--- src/hw/port1_pkg.sv ---
// Package for the port 1 pin function block: register map, reset values and pin state types.
// Assumes a single 100 MHz clock domain and word-aligned AHB-Lite register access.
package port1_pkg;

  // Printed offsets are register indices; the byte address is four times the index.
  localparam logic [15:0] IDX_OUTPUT_LATCH = 16'h7F44;
  localparam logic [15:0] IDX_PIN_INPUT    = 16'h7F45;
  localparam logic [15:0] IDX_DIRECTION    = 16'h7F46;
  localparam logic [15:0] IDX_FUNC_SEL_A   = 16'h7F47;
  localparam logic [15:0] IDX_FUNC_SEL_B   = 16'h7FF1;

  localparam logic [7:0] RST_OUTPUT_LATCH = 8'h00;
  localparam logic [7:0] RST_DIRECTION    = 8'h00;
  localparam logic [7:0] RST_FUNC_SEL_A   = 8'h00;
  localparam logic [7:0] RST_FUNC_SEL_B   = 8'h00;

  localparam int PORT_WIDTH  = 8;
  localparam int SER_DATA_IN_PIN = 1;
  localparam int SER_CLK_PIN = 2;

  // Electrical state of one pin.
  typedef struct packed {
    logic drive_en;
    logic drive_val;
    logic pull_up;
    logic slow;
    logic inv_read;
  } pin_state_t;

  // Decodes the four control bits of one pin and its alternate function output.
  function automatic pin_state_t pin_decode(input logic fsa,
                                            input logic fsb,
                                            input logic lat,
                                            input logic ddr,
                                            input logic alt);
    pin_state_t s;
    s = '0;
    unique case ({fsa, fsb, lat, ddr})
      4'b0000: s = '0;
      4'b0010: s.pull_up = 1'b1;
      4'b0001: s.drive_en = 1'b1;
      4'b0011: s = '{drive_en: 1'b1, drive_val: 1'b1, default: 1'b0};
      4'b0100: s = '{drive_en: 1'b1, slow: 1'b1, default: 1'b0};
      4'b0110: s = '{drive_en: 1'b1, drive_val: 1'b1, slow: 1'b1, default: 1'b0};
      4'b0101: s.drive_en = 1'b1;
      4'b0111: s.inv_read = 1'b1;
      4'b1000: s.drive_en = 1'b1;
      4'b1010: s = '{drive_en: 1'b1, drive_val: ~alt, inv_read: 1'b1, default: 1'b0};
      4'b1001: s = '{drive_en: 1'b1, drive_val: alt, default: 1'b0};
      4'b1011: s = '{drive_en: 1'b1, drive_val: 1'b1, default: 1'b0};
      4'b1100: s = '{drive_en: 1'b1, slow: 1'b1, default: 1'b0};
      4'b1110: s = '{drive_en: 1'b1, drive_val: alt, slow: 1'b1, default: 1'b0};
      4'b1101: s.drive_en = ~alt;
      4'b1111: s = '0;
    endcase
    return s;
  endfunction : pin_decode

endpackage : port1_pkg

--- src/hw/port1_pin_function_control.sv ---
// Port 1 pin function control: five byte registers on AHB-Lite and eight pin drivers.
// Assumes pins are resolved by the surroundings from level and output enable, and that
// the serial unit and the auxiliary function sources run on hclk.
`timescale 1ns/1ns

module port1_pin_function_control
  import port1_pkg::*;
#(
  parameter int HADDR_W = 32
)
(
  input  wire logic                  hclk,
  input  wire logic                  hresetn,
  input  wire logic                  hsel,
  input  wire logic [HADDR_W-1:0]    haddr,
  input  wire logic [1:0]            htrans,
  input  wire logic                  hwrite,
  input  wire logic [2:0]            hsize,
  input  wire logic [31:0]           hwdata,
  input  wire logic                  hready,
  output logic      [31:0]           hrdata,
  output logic                       hreadyout,
  output logic                       hresp,
  input  wire logic [PORT_WIDTH-1:0] pin_in,
  output logic      [PORT_WIDTH-1:0] pin_out,
  output logic      [PORT_WIDTH-1:0] pin_oe_n,
  output logic      [PORT_WIDTH-1:0] pin_pull_up,
  output logic      [PORT_WIDTH-1:0] pin_slow,
  input  wire logic                  ser_data_out,
  input  wire logic                  ser_clk_out,
  input  wire logic [PORT_WIDTH-1:3] aux_func_out,
  output logic                       ser_data_in,
  output logic                       ser_clk_in
);

  // The upper-bit check on haddr needs at least one bit above bit 17.
  if (HADDR_W < 19)
  begin : g_bad_haddr_w
    $error("HADDR_W too narrow for the register map.");
  end

  logic [PORT_WIDTH-1:0] port_output_latch_reg;
  logic [PORT_WIDTH-1:0] port_direction_reg;
  logic [PORT_WIDTH-1:0] function_select_a_reg;
  logic [PORT_WIDTH-1:0] function_select_b_reg;
  logic [PORT_WIDTH-1:0] sync1_reg;
  logic [PORT_WIDTH-1:0] sync2_reg;
  logic [PORT_WIDTH-1:0] inv_mask;
  logic [PORT_WIDTH-1:0] port_pin_input;
  logic [PORT_WIDTH-1:0] alt_out;
  pin_state_t            pin_state [PORT_WIDTH];
  logic                  data_phase_reg;
  logic                  wr_reg;
  logic [15:0]           idx_reg;
  logic                  idx_ok_reg;
  logic                  accept;
  logic [31:0]           rdata_next;

  // Only whole-word transfers are expected; hsize is accepted but not checked.
  assign accept = hsel && htrans[1] && hready && !data_phase_reg;

  // Pins arrive from outside the clock domain, so two flops come before any reader.
  always_ff @(posedge hclk or negedge hresetn)
  begin
    if (!hresetn)
    begin
      sync1_reg <= '0;
      sync2_reg <= '0;
    end
    else
    begin
      sync1_reg <= pin_in;
      sync2_reg <= sync1_reg;
    end
  end

  // One wait state lets the read data come from a flop and keeps writes ahead of reads.
  always_ff @(posedge hclk or negedge hresetn)
  begin
    if (!hresetn)
    begin
      data_phase_reg <= 1'b0;
      wr_reg         <= 1'b0;
      idx_reg        <= '0;
      idx_ok_reg     <= 1'b0;
      hreadyout      <= 1'b1;
    end
    else if (accept)
    begin
      data_phase_reg <= 1'b1;
      wr_reg         <= hwrite;
      idx_reg        <= haddr[17:2];
      idx_ok_reg     <= (haddr[1:0] == 2'h0) && (haddr[HADDR_W-1:18] == '0);
      hreadyout      <= 1'b0;
    end
    else
    begin
      data_phase_reg <= 1'b0;
      hreadyout      <= 1'b1;
    end
  end

  always_ff @(posedge hclk or negedge hresetn)
  begin
    if (!hresetn)
      hresp <= 1'b0;
    else
      hresp <= 1'b0;
  end

  always_ff @(posedge hclk or negedge hresetn)
  begin
    if (!hresetn)
    begin
      port_output_latch_reg <= RST_OUTPUT_LATCH;
      port_direction_reg    <= RST_DIRECTION;
      function_select_a_reg <= RST_FUNC_SEL_A;
      function_select_b_reg <= RST_FUNC_SEL_B;
    end
    else if (data_phase_reg && wr_reg && idx_ok_reg)
    begin
      unique case (idx_reg)
        IDX_OUTPUT_LATCH: port_output_latch_reg <= hwdata[7:0];
        IDX_DIRECTION:    port_direction_reg    <= hwdata[7:0];
        IDX_FUNC_SEL_A:   function_select_a_reg <= hwdata[7:0];
        IDX_FUNC_SEL_B:   function_select_b_reg <= hwdata[7:0];
        default:          ;
      endcase
    end
  end

  // Unmapped addresses read as zero; they and the read-only input address ignore writes.
  always_comb
  begin
    rdata_next = 32'h0000_0000;
    if (idx_ok_reg)
    begin
      unique case (idx_reg)
        IDX_OUTPUT_LATCH: rdata_next[7:0] = port_output_latch_reg;
        IDX_PIN_INPUT:    rdata_next[7:0] = port_pin_input;
        IDX_DIRECTION:    rdata_next[7:0] = port_direction_reg;
        IDX_FUNC_SEL_A:   rdata_next[7:0] = function_select_a_reg;
        IDX_FUNC_SEL_B:   rdata_next[7:0] = function_select_b_reg;
        default:          rdata_next = 32'h0000_0000;
      endcase
    end
  end

  always_ff @(posedge hclk or negedge hresetn)
  begin
    if (!hresetn)
      hrdata <= 32'h0000_0000;
    else if (data_phase_reg && !wr_reg)
      hrdata <= rdata_next;
  end

  assign alt_out = {aux_func_out, ser_clk_out, ser_data_out, ser_data_out};

  genvar g;
  generate
    for (g = 0; g < PORT_WIDTH; g++)
    begin : g_pin
      assign pin_state[g] = pin_decode(function_select_a_reg[g], function_select_b_reg[g],
                                       port_output_latch_reg[g], port_direction_reg[g],
                                       alt_out[g]);
      assign inv_mask[g] = pin_state[g].inv_read;

      always_ff @(posedge hclk or negedge hresetn)
      begin
        if (!hresetn)
        begin
          pin_out[g]     <= 1'b0;
          pin_oe_n[g]    <= 1'b1;
          pin_pull_up[g] <= 1'b0;
          pin_slow[g]    <= 1'b0;
        end
        else
        begin
          pin_out[g]     <= pin_state[g].drive_val;
          pin_oe_n[g]    <= ~pin_state[g].drive_en;
          pin_pull_up[g] <= pin_state[g].pull_up;
          pin_slow[g]    <= pin_state[g].slow;
        end
      end
    end
  endgenerate

  // Reads see the synchronised pin in every mode, complemented where the mode says so.
  assign port_pin_input = sync2_reg ^ inv_mask;

  // While function select A is set, the serial inputs follow the pin, with the same inversion as the pin read; otherwise they are low.
  always_ff @(posedge hclk or negedge hresetn)
  begin
    if (!hresetn)
    begin
      ser_data_in <= 1'b0;
      ser_clk_in  <= 1'b0;
    end
    else
    begin
      ser_data_in <= function_select_a_reg[SER_DATA_IN_PIN] &&
                     port_pin_input[SER_DATA_IN_PIN];
      ser_clk_in  <= function_select_a_reg[SER_CLK_PIN] &&
                     port_pin_input[SER_CLK_PIN];
    end
  end

  a_latch_write: assert property (
    @(posedge hclk) disable iff (!hresetn)
    data_phase_reg && wr_reg && idx_ok_reg && idx_reg == IDX_OUTPUT_LATCH
    |=> port_output_latch_reg == $past(hwdata[7:0]))
    else $error("Output latch did not take the written byte.");

  a_input_read: assert property (
    @(posedge hclk) disable iff (!hresetn)
    accept && !hwrite && haddr[17:0] == {IDX_PIN_INPUT, 2'h0} && haddr[HADDR_W-1:18] == '0
    |=> !hreadyout ##1 hreadyout && hrdata == {24'h00_0000, $past(port_pin_input)})
    else $error("Input address read returned wrong data or timing.");

  a_inverted_read: assert property (
    @(posedge hclk) disable iff (!hresetn)
    function_select_b_reg[0] && !function_select_a_reg[0] &&
    port_output_latch_reg[0] && port_direction_reg[0]
    |-> port_pin_input[0] == ~sync2_reg[0])
    else $error("Inverted read on pin zero not complemented.");

  a_read_any_mode: assert property (
    @(posedge hclk) disable iff (!hresetn)
    port_pin_input == (sync2_reg ^ ((~function_select_a_reg & function_select_b_reg &
                                     port_output_latch_reg & port_direction_reg) |
                                    (function_select_a_reg & ~function_select_b_reg &
                                     port_output_latch_reg & ~port_direction_reg))))
    else $error("Pin read differs from synchronised pin level.");

  a_dir_write: assert property (
    @(posedge hclk) disable iff (!hresetn)
    data_phase_reg && wr_reg && idx_ok_reg && idx_reg == IDX_DIRECTION
    |=> port_direction_reg == $past(hwdata[7:0])
        ##1 (((~pin_oe_n ^ $past(port_direction_reg)) & ~function_select_a_reg &
              ~function_select_b_reg) == 8'h00))
    else $error("Direction register did not take the written byte.");

  a_fsb_write: assert property (
    @(posedge hclk) disable iff (!hresetn)
    data_phase_reg && wr_reg && idx_ok_reg && idx_reg == IDX_FUNC_SEL_B
    |=> function_select_b_reg == $past(hwdata[7:0]) && $stable(function_select_a_reg))
    else $error("Function select B write wrong or disturbed A.");

  a_open_drain: assert property (
    @(posedge hclk) disable iff (!hresetn)
    function_select_a_reg[1] && function_select_b_reg[1] &&
    !port_output_latch_reg[1] && port_direction_reg[1]
    |=> pin_oe_n[1] == $past(ser_data_out) && !pin_out[1])
    else $error("Pin one not open-drain serial data.");

  a_serial_feed: assert property (
    @(posedge hclk) disable iff (!hresetn)
    function_select_a_reg[1] && !function_select_b_reg[1] &&
    port_output_latch_reg[1] && !port_direction_reg[1]
    |=> ser_data_in == !$past(sync2_reg[1]))
    else $error("Serial data input not inverted in inverted mode.");

  a_plain_high: assert property (
    @(posedge hclk) disable iff (!hresetn)
    !function_select_a_reg[0] && !function_select_b_reg[0] &&
    port_output_latch_reg[0] && !port_direction_reg[0]
    |=> pin_pull_up[0] && pin_oe_n[0])
    else $error("Pin zero pull-up mode wrong.");

  a_alt_push_pull: assert property (
    @(posedge hclk) disable iff (!hresetn)
    function_select_a_reg[0] && !function_select_b_reg[0] &&
    !port_output_latch_reg[0] && port_direction_reg[0]
    |=> !pin_oe_n[0] && pin_out[0] == $past(ser_data_out))
    else $error("Pin zero push-pull serial data wrong.");

  a_clock_route: assert property (
    @(posedge hclk) disable iff (!hresetn)
    function_select_a_reg[2] && !function_select_b_reg[2] &&
    !port_output_latch_reg[2] && port_direction_reg[2]
    |=> pin_out[2] == $past(ser_clk_out) && !pin_oe_n[2])
    else $error("Pin two does not carry the serial clock.");

  c_read_input: cover property (
    @(posedge hclk) disable iff (!hresetn)
    data_phase_reg && !wr_reg && idx_reg == IDX_PIN_INPUT);

  c_write_fsa: cover property (
    @(posedge hclk) disable iff (!hresetn)
    data_phase_reg && wr_reg && idx_reg == IDX_FUNC_SEL_A);

  c_open_drain_low: cover property (
    @(posedge hclk) disable iff (!hresetn)
    function_select_a_reg[0] && function_select_b_reg[0] && !pin_oe_n[0]);

  c_inverted: cover property (
    @(posedge hclk) disable iff (!hresetn)
    inv_mask != 8'h00);

endmodule : port1_pin_function_control

--- config.mk ---
export PLATFORM = sky130hd
export DESIGN_NAME = port1_pin_function_control
export DESIGN_NICKNAME = d
export VERILOG_FILES = /design/src/hw/port1_pkg.sv /design/src/hw/port1_pin_function_control.sv
export SDC_FILE = /design/constraint.sdc
export NUM_CORES = 1
export LEC_CHECK = 0
export BUFFER_PORTS_ARGS = -buffer_cell sky130_fd_sc_hd__buf_4
export CAP_MARGIN = 20
export CORE_MARGIN = 5
export CORE_UTILIZATION = 51
export CTS_CLUSTER_DIAMETER = 40
export CTS_CLUSTER_SIZE = 20
export DETAILED_ROUTE_END_ITERATION = 10
export PLACE_DENSITY = 0.89
export SLEW_MARGIN = 5
export SYNTH_ARGS = -nofsm -noshare
export SYNTH_HDL_FRONTEND = slang
export SYNTH_SLANG_ARGS = --single-unit
export TNS_END_PERCENT = 20
--- constraint.sdc ---
create_clock -name hclk -period 2.94 [get_ports hclk]
set_input_delay 0.294 -clock hclk [delete_from_list [all_inputs] [get_ports hclk]]
set_output_delay 0.294 -clock hclk [all_outputs]
set_load 0.005 [all_outputs]
* After elaboration in Yosys (flattened, before gate mapping)
Cells that the tools add are included.
** Storage, ports and cells
- Register bits after elaboration :: 134
- Input port bits :: 89
** Cells by class
- Equality and inequality tests :: 117
- Mux-type cells :: 44
- Bitwise gates (word level) :: 16
- Reductions and logical operators :: 57
** Operators with widths (count)
- 4-bit == test, second input constant :: 56
- 4-bit by 3-bit == test with 1-bit output, second input constant :: 32
- 11-bit OR reduction :: 8
- 16-bit by 15-bit == test with 1-bit output, second input constant :: 5
- 4-bit by 2-bit == test with 1-bit output, second input constant :: 16
- 8-bit case mux with 5 select lines :: 1
- 4-bit by 1-bit == test with 1-bit output, second input constant :: 8
- 2-bit OR reduction :: 16
- 4-bit OR reduction :: 8
- 1-bit two-way mux :: 26
- 1-bit case mux with 3 select lines :: 8
- 3-bit OR reduction :: 8
- 1-bit case mux with 2 select lines :: 8
- 1-bit NOT :: 15
- 14-bit logical NOT :: 1
- 1-bit logical AND :: 9
- 8-bit two-way mux :: 1
- 2-bit AND reduction :: 4
- 8-bit bitwise XOR :: 1
- 1-bit logical NOT :: 2
- 2-bit logical NOT :: 1

* Depth between registers and ports, before layout
Gate-level depths: netlist of run 1.
- Word-level depth :: 6
- Mapped depth :: 6
- Depth with buffers taken out :: 4

* Worst setup path after synthesis of run 1
Ideal clock, no wire load.
- Kind :: reg-to-reg
- From :: reg idx_reg[4]
- To :: reg port_direction_reg[0]
- Arrival :: 2345 ps
- Data required time :: 2815 ps
- Setup slack :: 470 ps
- Cell stages (with the launch flop) :: 6
- Period minus slack after synthesis :: 2470 ps
- Cell sequence :: dfrtp_1 > or4b_1 > or4_1 > buf_2 > nor4b_4 > mux2_2
** Between the ends
- Word-level cells in the longest chain between the ends :: 2
** Ends and longest elaborated chain
- start: declaration :: RTL line port1_pin_function_control.sv:54 : logic [15:0] idx_reg;
- start signal: assignment :: RTL line port1_pin_function_control.sv:92 : idx_reg <= haddr[17:2];
- 16-bit by 15-bit == test with 1-bit output :: RTL line port1_pin_function_control.sv:122 : unique case (idx_reg)
- 2-bit AND reduction (no line)
- end signal: assignment :: RTL line port1_pin_function_control.sv:124 : IDX_DIRECTION: port_direction_reg <= hwdata[7:0];
- end: declaration :: RTL line port1_pin_function_control.sv:43 : logic [PORT_WIDTH-1:0] port_direction_reg;
Every way passes these cells.
A chain may end at the register's enable or synchronous reset.

* Final worst setup path of run 1
- From :: reg idx_reg[4]
- To :: reg port_direction_reg[4]
Same word-level chain as after synthesis.

==> results.cfg, run 1 <==
[global_routing]
grt_pass1_wl_um = 18020
antenna_found_initial = 0
grtUsageTotal_pct = 19.52
grt-busiest-layer = met2
grt_start_max_net_pins = 57
overflow = 0
gr-usage-met3_pct = 4.026
use_met2_pct = 32.19
grt_pass1_vias = 3727
met1_usage_pct = 24.95

[floorplan]
start_util_pct = 51.90
ios = 157
die_y_um = 109.3
dieArea_um2 = 11940
placementRows = 36
core_um2 = 9684
die_w_um = 109.3

[power]
p_per_area_nw_per_um2 = 453.0
ir_worst_vdd_mv = 0.2193
power_mw = 2.775
p_leak_nw = 2.976

[critical_path]
arrival_ns = 2.92
path_class = register to register
start_kind = register
path_max_fanout = 4
end_kind = register
rrSetupSlack_ns = 0.29
required_ns = 3.20

[logic_synthesis]
yosysUniqueCellTypes = 46
syn_avg_cell_area_um2 = 10.97
ys.flop_type = dfrtp_1
ys_seq_elements = 110
async_reset_ff_share_pct = 100.0
synth_cells = 458
synth_edf_count = 0
netlist_area_um2 = 5026
yosys_warnings = 0
yosysSeqAreaShare_pct = 54.99

[detailed_routing]
wire_per_inst_um = 16.31
drc_errors = 0
first_pass_iters = 4
ant_nets = 0
drt-total-wl_um = 11350
vias = 3732
drt-initial-drc-count = 188
viasPerCell = 5.362

[sta]
tns_ns = 0
fin_crit_ns = 2.654
hold_viol = 0
finalMaxSlewViolations = 0
rsz0062_at_grt = no
max_freq_ghz = 0.3768
max_slew_margin_pct = 52.71
tightest_slew_ns = 0.7094
setup_viol_count_final = 0
timing.final.crit_share_pct = 90.28
clock-skew-final_ns = 0.01235

[final_layout]
final_core_util_pct = 63.24
layout-drive-gt1-share_pct = 31.62
final_common_cell = buf_4
final_cell_mix = 116 x buf_4, 101 x dfrtp_1, 67 x nand2_1, 33 x mux2_2, 25 x conb_1
stdcell_area_um2 = 6125
finalNetCount = 647
antenna_cells = 0
syn_to_final_growth_pct = 21.86
fillers = 753
largest_reg_flops = 16

[clock_network]
cts_buffers = 9
cts_buffer_depth = 2
cts_setup_buffers = 0
root_buffer = clkbuf_8
cts_sinks = 110
clock_latency_ns = 0.38
post_cts_resized = 0
htreeDepth = 3
ctsHoldBuffers = 2
cts_tree = done
path_clk_slew_ns = 0.10

[placed_design]
dp_hpwl_um = 8066
port_buffers = 103
globalplace.congestion = 0.8376
placed_area_um2 = 5869

[worst_hold_path]
hp-class = primary input to register

[run]
max_cap_viol_count = 0

[run_status]
outcome = finished, final reports clean
[through the flow]
step	hold WS, ns	setup slack, ns	std cells
after floorplan	-0.001591	0.4705	482
after global routing	0.0003179	0.2021	696
final	0.02511	0.2859	696
after detailed placement	0.3347	0.2835	675
after CTS	0.001250	0.2744	693
after global placement	0.3348	0.3155	675
[critical path, stage by stage (launching register included)]
cell	delay [ns]
dfrtp_1	0.40
or4b_1	0.55
or4_1	0.69
nor4b_4	0.38
buf_4	0.20
mux2_2	0.33
[logic make-up (layout without fill, tap and decap cells)]
group	Yosys count	count (layout)	share of synthesized area, %
AO/OA/AOI/OAI	79	79	10.58
XOR/XNOR	9	9	1.568
buffers and inverters	73	154	7.369
flip-flops	110	110	54.99
multiplexers	40	40	8.788
other	1	25	0.07461
AND/OR/NAND/NOR	146	146	16.63
[metal layers]
layer	share of wire (%)	up-vias
li1	-	1753
met1	41	1829
met2	50	131
met3	6.4	19
met4	1.9	0
met5	0	-
[final cells by class]
type	instances	area (um^2)	area share, %
Clock buffer	11	141.4	2.308
Clock inverter	5	63.81	1.042
Inverter	16	60.06	0.9806
Multi-Input combinational cell	299	1988	32.46
Sequential cell	110	2764	45.13
Tap cell	133	166.4	2.717
Timing Repair Buffer	122	940.9	15.36
[cell usage after synthesis (4+ instances only)]
cell | instances | share of area [%]
a22o_1 | 8 | 1.4
dfrtp_1 | 101 | 50
o2bb2ai_1 | 7 | 1.2
and3b_1 | 7 | 1.2
nor4_1 | 5 | 0.62
o22ai_1 | 6 | 0.75
xor2_1 | 8 | 1.4
o21ai_0 | 21 | 2.1
clkbuf_1 | 28 | 2.1
nor4b_1 | 8 | 1.4
nand3_1 | 11 | 1.1
nor2b_1 | 12 | 1.5
nor3b_1 | 6 | 0.90
o211ai_1 | 8 | 1.2
dfstp_2 | 9 | 4.7
a32oi_1 | 8 | 1.4
nor2_1 | 5 | 0.37
inv_1 | 15 | 1.1
mux2i_1 | 7 | 1.4
nand4b_1 | 4 | 0.70
mux2_2 | 33 | 7.4
buf_4 | 25 | 3.7
nand2_1 | 67 | 5.0
a21oi_1 | 13 | 1.3
or3_1 | 6 | 0.75
[report_power, final]
group / internal, mW / switching, mW / leakage [nW]
logic: 0.105 / 0.132 / 1.43
clock network: 0.427 / 0.511 / 0.101
registers: 1.57 / 0.0324 / 1.44
[final timing paths]
| path | from | to | cells past startpoint |
|---|---|---|---|
| min in group asynchronous | hresetn | pin_out[1] | 2 |
| hold reg to reg | sync1_reg[7] | sync2_reg[7] | 0 |
| max in group asynchronous | hresetn | hreadyout | 3 |
| setup reg to reg | idx_reg[4] | port_direction_reg[4] | 5 |
| setup / recovery | idx_reg[4] | port_direction_reg[4] | 5 |
| hold / removal | pin_in[4] | sync1_reg[4] | 1 |
Note: power is estimated with default switching activity, not from simulation.
==> run 2: changes to the inputs <==
--- a/config.mk
+++ b/config.mk
@@ -7,8 +7,10 @@
 export LEC_CHECK = 0
 export BUFFER_PORTS_ARGS = -buffer_cell sky130_fd_sc_hd__buf_4
 export CAP_MARGIN = 20
+export CELL_PAD_IN_SITES_DETAIL_PLACEMENT = 1
+export CELL_PAD_IN_SITES_GLOBAL_PLACEMENT = 2
 export CORE_MARGIN = 5
-export CORE_UTILIZATION = 51
+export CORE_UTILIZATION = 32
 export CTS_CLUSTER_DIAMETER = 40
 export CTS_CLUSTER_SIZE = 20
 export DETAILED_ROUTE_END_ITERATION = 10
==> run 2 against run 1 <==
Net effect: sequential cell count stayed put; count of clock-buffer cells in the layout is 1 higher; worst setup slack worse by 0.011 ns; design area is 2.4% higher; die area is 53% higher; power is 13% higher; register-to-register slack hardly changed.
==> results.cfg, run 2 (synthesis gave the netlist of run 1 again) <==
[run_status]
outcome = finished, final reports clean

[final_layout]
final_cell_mix = 117 x buf_4, 101 x dfrtp_1, 67 x nand2_1, 33 x mux2_2, 25 x conb_1
syn_to_final_growth_pct = 24.77
antenna_cells = 0
fillers = 1761
finalNetCount = 642
final_common_cell = buf_4
final_core_util_pct = 40.95
layout-drive-gt1-share_pct = 31.72
largest_reg_flops = 16

[global_routing]
overflow = 0
grt_pass1_wl_um = 21200
antenna_found_initial = 0
use_met2_pct = 25.25
gr-usage-met3_pct = 4.049
grtUsageTotal_pct = 14.83
grt-busiest-layer = met2
grt_pass1_vias = 4063
met1_usage_pct = 17.97
grt_start_max_net_pins = 65

[clock_network]
clock_latency_ns = 0.36
cts_sinks = 110
cts_tree = done
path_clk_slew_ns = 0.07
htreeDepth = 3
cts_buffers = 9
cts_buffer_depth = 2
cts_setup_buffers = 0
ctsHoldBuffers = 0
post_cts_resized = 0
root_buffer = clkbuf_16

[detailed_routing]
drc_errors = 0
drt-initial-drc-count = 200
ant_nets = 0
first_pass_iters = 4
viasPerCell = 4.850
drt-total-wl_um = 13260
vias = 3730
wire_per_inst_um = 17.24

[sta]
tns_ns = 0
worst_slack_ns = 0.2744
max_freq_ghz = 0.3752
timing.final.crit_share_pct = 90.67
hold_ws_ns = 0.03801
rsz0062_at_grt = no
hold_viol = 0
setup_viol_count_final = 0
clock-skew-final_ns = 0.006794
fin_crit_ns = 2.666
tightest_slew_ns = 0.8174
max_slew_margin_pct = 45.51
finalMaxSlewViolations = 0

[critical_path]
rrSetupSlack_ns = 0.27
cp_slowest_cell = or4_1
end_kind = register
start_kind = register
max_stage_delay_ns = 0.71
path_class = register to register
cp_top_family = simple AND/OR/NAND/NOR gates
required_ns = 3.18
cp_cell_sequence = or4b_1 -> or4_1 -> nor4b_4 -> buf_4 -> mux2_2
path_max_fanout = 8
arrival_ns = 2.91
worst-path-buf-inv = 1

[floorplan]
ios = 157
core_um2 = 15310
start_util_pct = 32.82
placementRows = 45
dieArea_um2 = 18310
die_y_um = 135.3
die_w_um = 135.3

[placed_design]
port_buffers = 103
pre_cts_ws_ns = 0.2621
globalplace.congestion = 0.7857
dp_hpwl_um = 9604

[power]
p_per_area_nw_per_um2 = 499.8
ir_worst_vdd_mv = 0.2763
power_mw = 3.134
p_leak_nw = 3.005

[worst_hold_path]
hp-class = primary input to async pin

[run]
max_cap_viol_count = 0
## run 2: cell types whose count changed in the layout (fill, tap and decap cells not counted), moves of 2 or more
cell           previous run  this run
clkbuf_16                 0         9
inv_6                     3         0
clkinv_2                  0         2
clkbuf_8                 10         1
dlygate4sd3_1             5         0
## run 2: path summary, 6_finish.rpt
check                           cells past startpoint                       end         start
worst max-delay path                                5     port_direction_reg[5]    idx_reg[4]
worst min-delay path                                1  port_output_latch_reg[0]       hresetn
worst max register to register                      5     port_direction_reg[5]    idx_reg[4]
worst min register to register                      0              sync2_reg[6]  sync1_reg[6]
max in group asynchronous                           2               pin_oe_n[6]       hresetn
min in group hclk                                   1              sync1_reg[5]     pin_in[5]
## run 2: final cells by class
| cell class | count | area (um^2) | area share [%] |
|---|---|---|---|
| multi-input cells | 299 | 1988 | 31.70 |
| flip-flops and latches | 110 | 2764 | 44.07 |
| inverters | 16 | 60.06 | 0.9577 |
| well taps | 211 | 264.0 | 4.210 |
| clock inverters | 4 | 70.07 | 1.117 |
| clock buffers | 12 | 246.5 | 3.931 |
| repair buffers | 117 | 878.3 | 14.01 |
## run 2: power breakdown
group | switching [mW] | internal [mW] | leakage [nW] | total, mW
registers | 0.0305 | 1.57 | 1.44 | 1.60
logic | 0.137 | 0.101 | 1.40 | 0.238
clock network | 0.531 | 0.768 | 0.157 | 1.30
total | 0.699 | 2.44 | 3.00 | 3.13
## run 2: worst reg2reg max path: cells and delay by family (launching register included)
family	cells	cell delay [ns]
multiplexers	1	0.36
buffers and inverters	1	0.25
AND/OR/NAND/NOR	3	1.55
flip-flops	1	0.40
## run 2: routing by layer
metal,routed length (um),vias up
met2,6656,118
met1,5447,1846
met3,865,22
met4,287,0
li1,-,1744
met5,0,-
## run 2: through the flow
stage / area, um^2 / cells
floorplan: 5116 / 482
global placement: 5954 / 753
detailed placement: 5954 / 753
CTS: 6271 / 769
global route: 6271 / 769
finish: 6271 / 769
==> run 3: changes to the inputs <==
==> constraint.sdc (replaced) <==
create_clock -name hclk -period 2.54 [get_ports hclk]
set_input_delay 0.254 -clock hclk [delete_from_list [all_inputs] [get_ports hclk]]
set_output_delay 0.254 -clock hclk [all_outputs]
set_load 0.005 [all_outputs]
==> run 3 against run 2 <==
Net effect: design area grew 2.4%; highest routed layer unchanged; final cell count grew 1.6%; sequential share of layout area shrank 1.0 points; die area is the same; sequential power grew 16%; critical endpoint is now port_direction_reg[6]; first-iteration DRC count shrank 49%; wire length shrank 3.3%.
==> results.cfg, run 3 (synthesis gave the netlist of run 1 again) <==
[power]
ir_worst_vdd_mv = 0.3263
power_mw = 3.725
p_per_area_nw_per_um2 = 580.0
p_leak_nw = 3.072

[run_status]
outcome = finished, final reports clean

[floorplan]
start_util_pct = 32.82
placementRows = 45
die_y_um = 135.3
ios = 157
dieArea_um2 = 18310
core_um2 = 15310
die_w_um = 135.3

[sta]
max_freq_ghz = 0.4119
worst_slack_ns = 0.1120
timing.final.crit_share_pct = 95.59
hold_ws_ns = 0.09000
tns_ns = 0
finalMaxSlewViolations = 0
clock-skew-final_ns = 0.006499
hold_viol = 0
rsz0062_at_grt = no
setup_viol_count_final = 0
fin_crit_ns = 2.428

[run]
max_cap_viol_count = 0

[clock_network]
path_clk_slew_ns = 0.07
cts_tree = done
clock_latency_ns = 0.35
cts_buffer_depth = 2
root_buffer = clkbuf_16
htreeDepth = 3
cts_setup_buffers = 0
cts_buffers = 9
cts_sinks = 110

[final_layout]
syn_to_final_growth_pct = 27.78
antenna_cells = 0
final_core_util_pct = 41.94
stdcell_area_um2 = 6422
seq_area_um2 = 2764
largest_reg_flops = 16
finalNetCount = 654
layout-drive-gt1-share_pct = 31.75
final_cell_mix = 118 x buf_4, 101 x dfrtp_1, 67 x nand2_1, 33 x mux2_2, 25 x conb_1
multiInputGateArea_um2 = 1996
final_cells = 781
final_common_cell = buf_4
fillers = 1730

[critical_path]
cp_slowest_cell = or4_4
worst-path-buf-inv = 1
arrival_ns = 2.67
end_kind = register
required_ns = 2.78
path_class = register to register
rrSetupSlack_ns = 0.11
cp_top_family = simple AND/OR/NAND/NOR gates
start_kind = register
path_max_fanout = 5
max_stage_delay_ns = 0.60
cp_cell_sequence = or4b_4 -> or4_4 -> nor4b_4 -> buf_6 -> mux2_2

[placed_design]
pre_cts_ws_ns = -0.05665
placedCellCount = 756
globalplace.congestion = 0.7757
placed_area_um2 = 5989
port_buffers = 103
dp_hpwl_um = 9191

[detailed_routing]
first_pass_iters = 4
vias = 3743
drt-total-wl_um = 12810
drc_errors = 0
wire_per_inst_um = 16.41
ant_nets = 0
drt-initial-drc-count = 102
viasPerCell = 4.793

[global_routing]
antenna_found_initial = 0
grt_pass1_vias = 4127
grt_pass1_wl_um = 20700
overflow = 0
grt_start_max_net_pins = 52
grtUsageTotal_pct = 14.33

[worst_hold_path]
hp-class = primary input to register
run 3: metal layers:
metal  routed length [um]  GRT usage [%]  vias up  share of wire [%]
met1                 5436          17.40     1851                 42
met3                  813          4.532       20                6.3
met2                 6299          23.81      103                 49
li1                     -              -     1769                  -
met5                    0              0        -                  0
met4                  265          5.431        0                2.1
run 3: repair_timing:
item | 4_1_cts | 5_1_grt
endpoints found under the hold margin | 28 | 0
resized for setup | 1 | 2
hold buffers | 9 | 0
endpoints found under the setup margin | 12 | 5
run 3: worst paths after layout:
path / from / endpoint / depth (start not counted)
setup / recovery: idx_reg[4] / port_direction_reg[6] / 5
hold / removal: haddr[13] / idx_reg[11] / 3
setup reg to reg: idx_reg[4] / port_direction_reg[6] / 5
hold reg to reg: sync1_reg[5] / sync2_reg[5] / 0
max in group asynchronous: hresetn / pin_oe_n[3] / 3
min in group asynchronous: hresetn / function_select_a_reg[1] / 2
run 3: cell type report:
| class | count | area share (%) |
|---|---|---|
| Sequential cell | 110 | 43.04 |
| Multi-Input combinational cell | 299 | 31.07 |
| Timing Repair Buffer | 129 | 15.68 |
| Tap cell | 211 | 4.111 |
| Clock buffer | 12 | 3.682 |
| Clock inverter | 4 | 1.481 |
| Inverter | 16 | 0.9351 |
run 3: power by group:
part | leakage [nW] | internal [mW] | switching (mW)
clock | 0.161 | 0.964 | 0.619
sequential | 1.44 | 1.81 | 0.0358
combinational | 1.47 | 0.132 | 0.160
run 3: worst reg2reg max path, stage by stage (launching register included):
cell and delay, ns:
dfrtp_1 0.40, or4b_4 0.55, or4_4 0.60, nor4b_4 0.27, buf_6 0.17, mux2_2 0.33
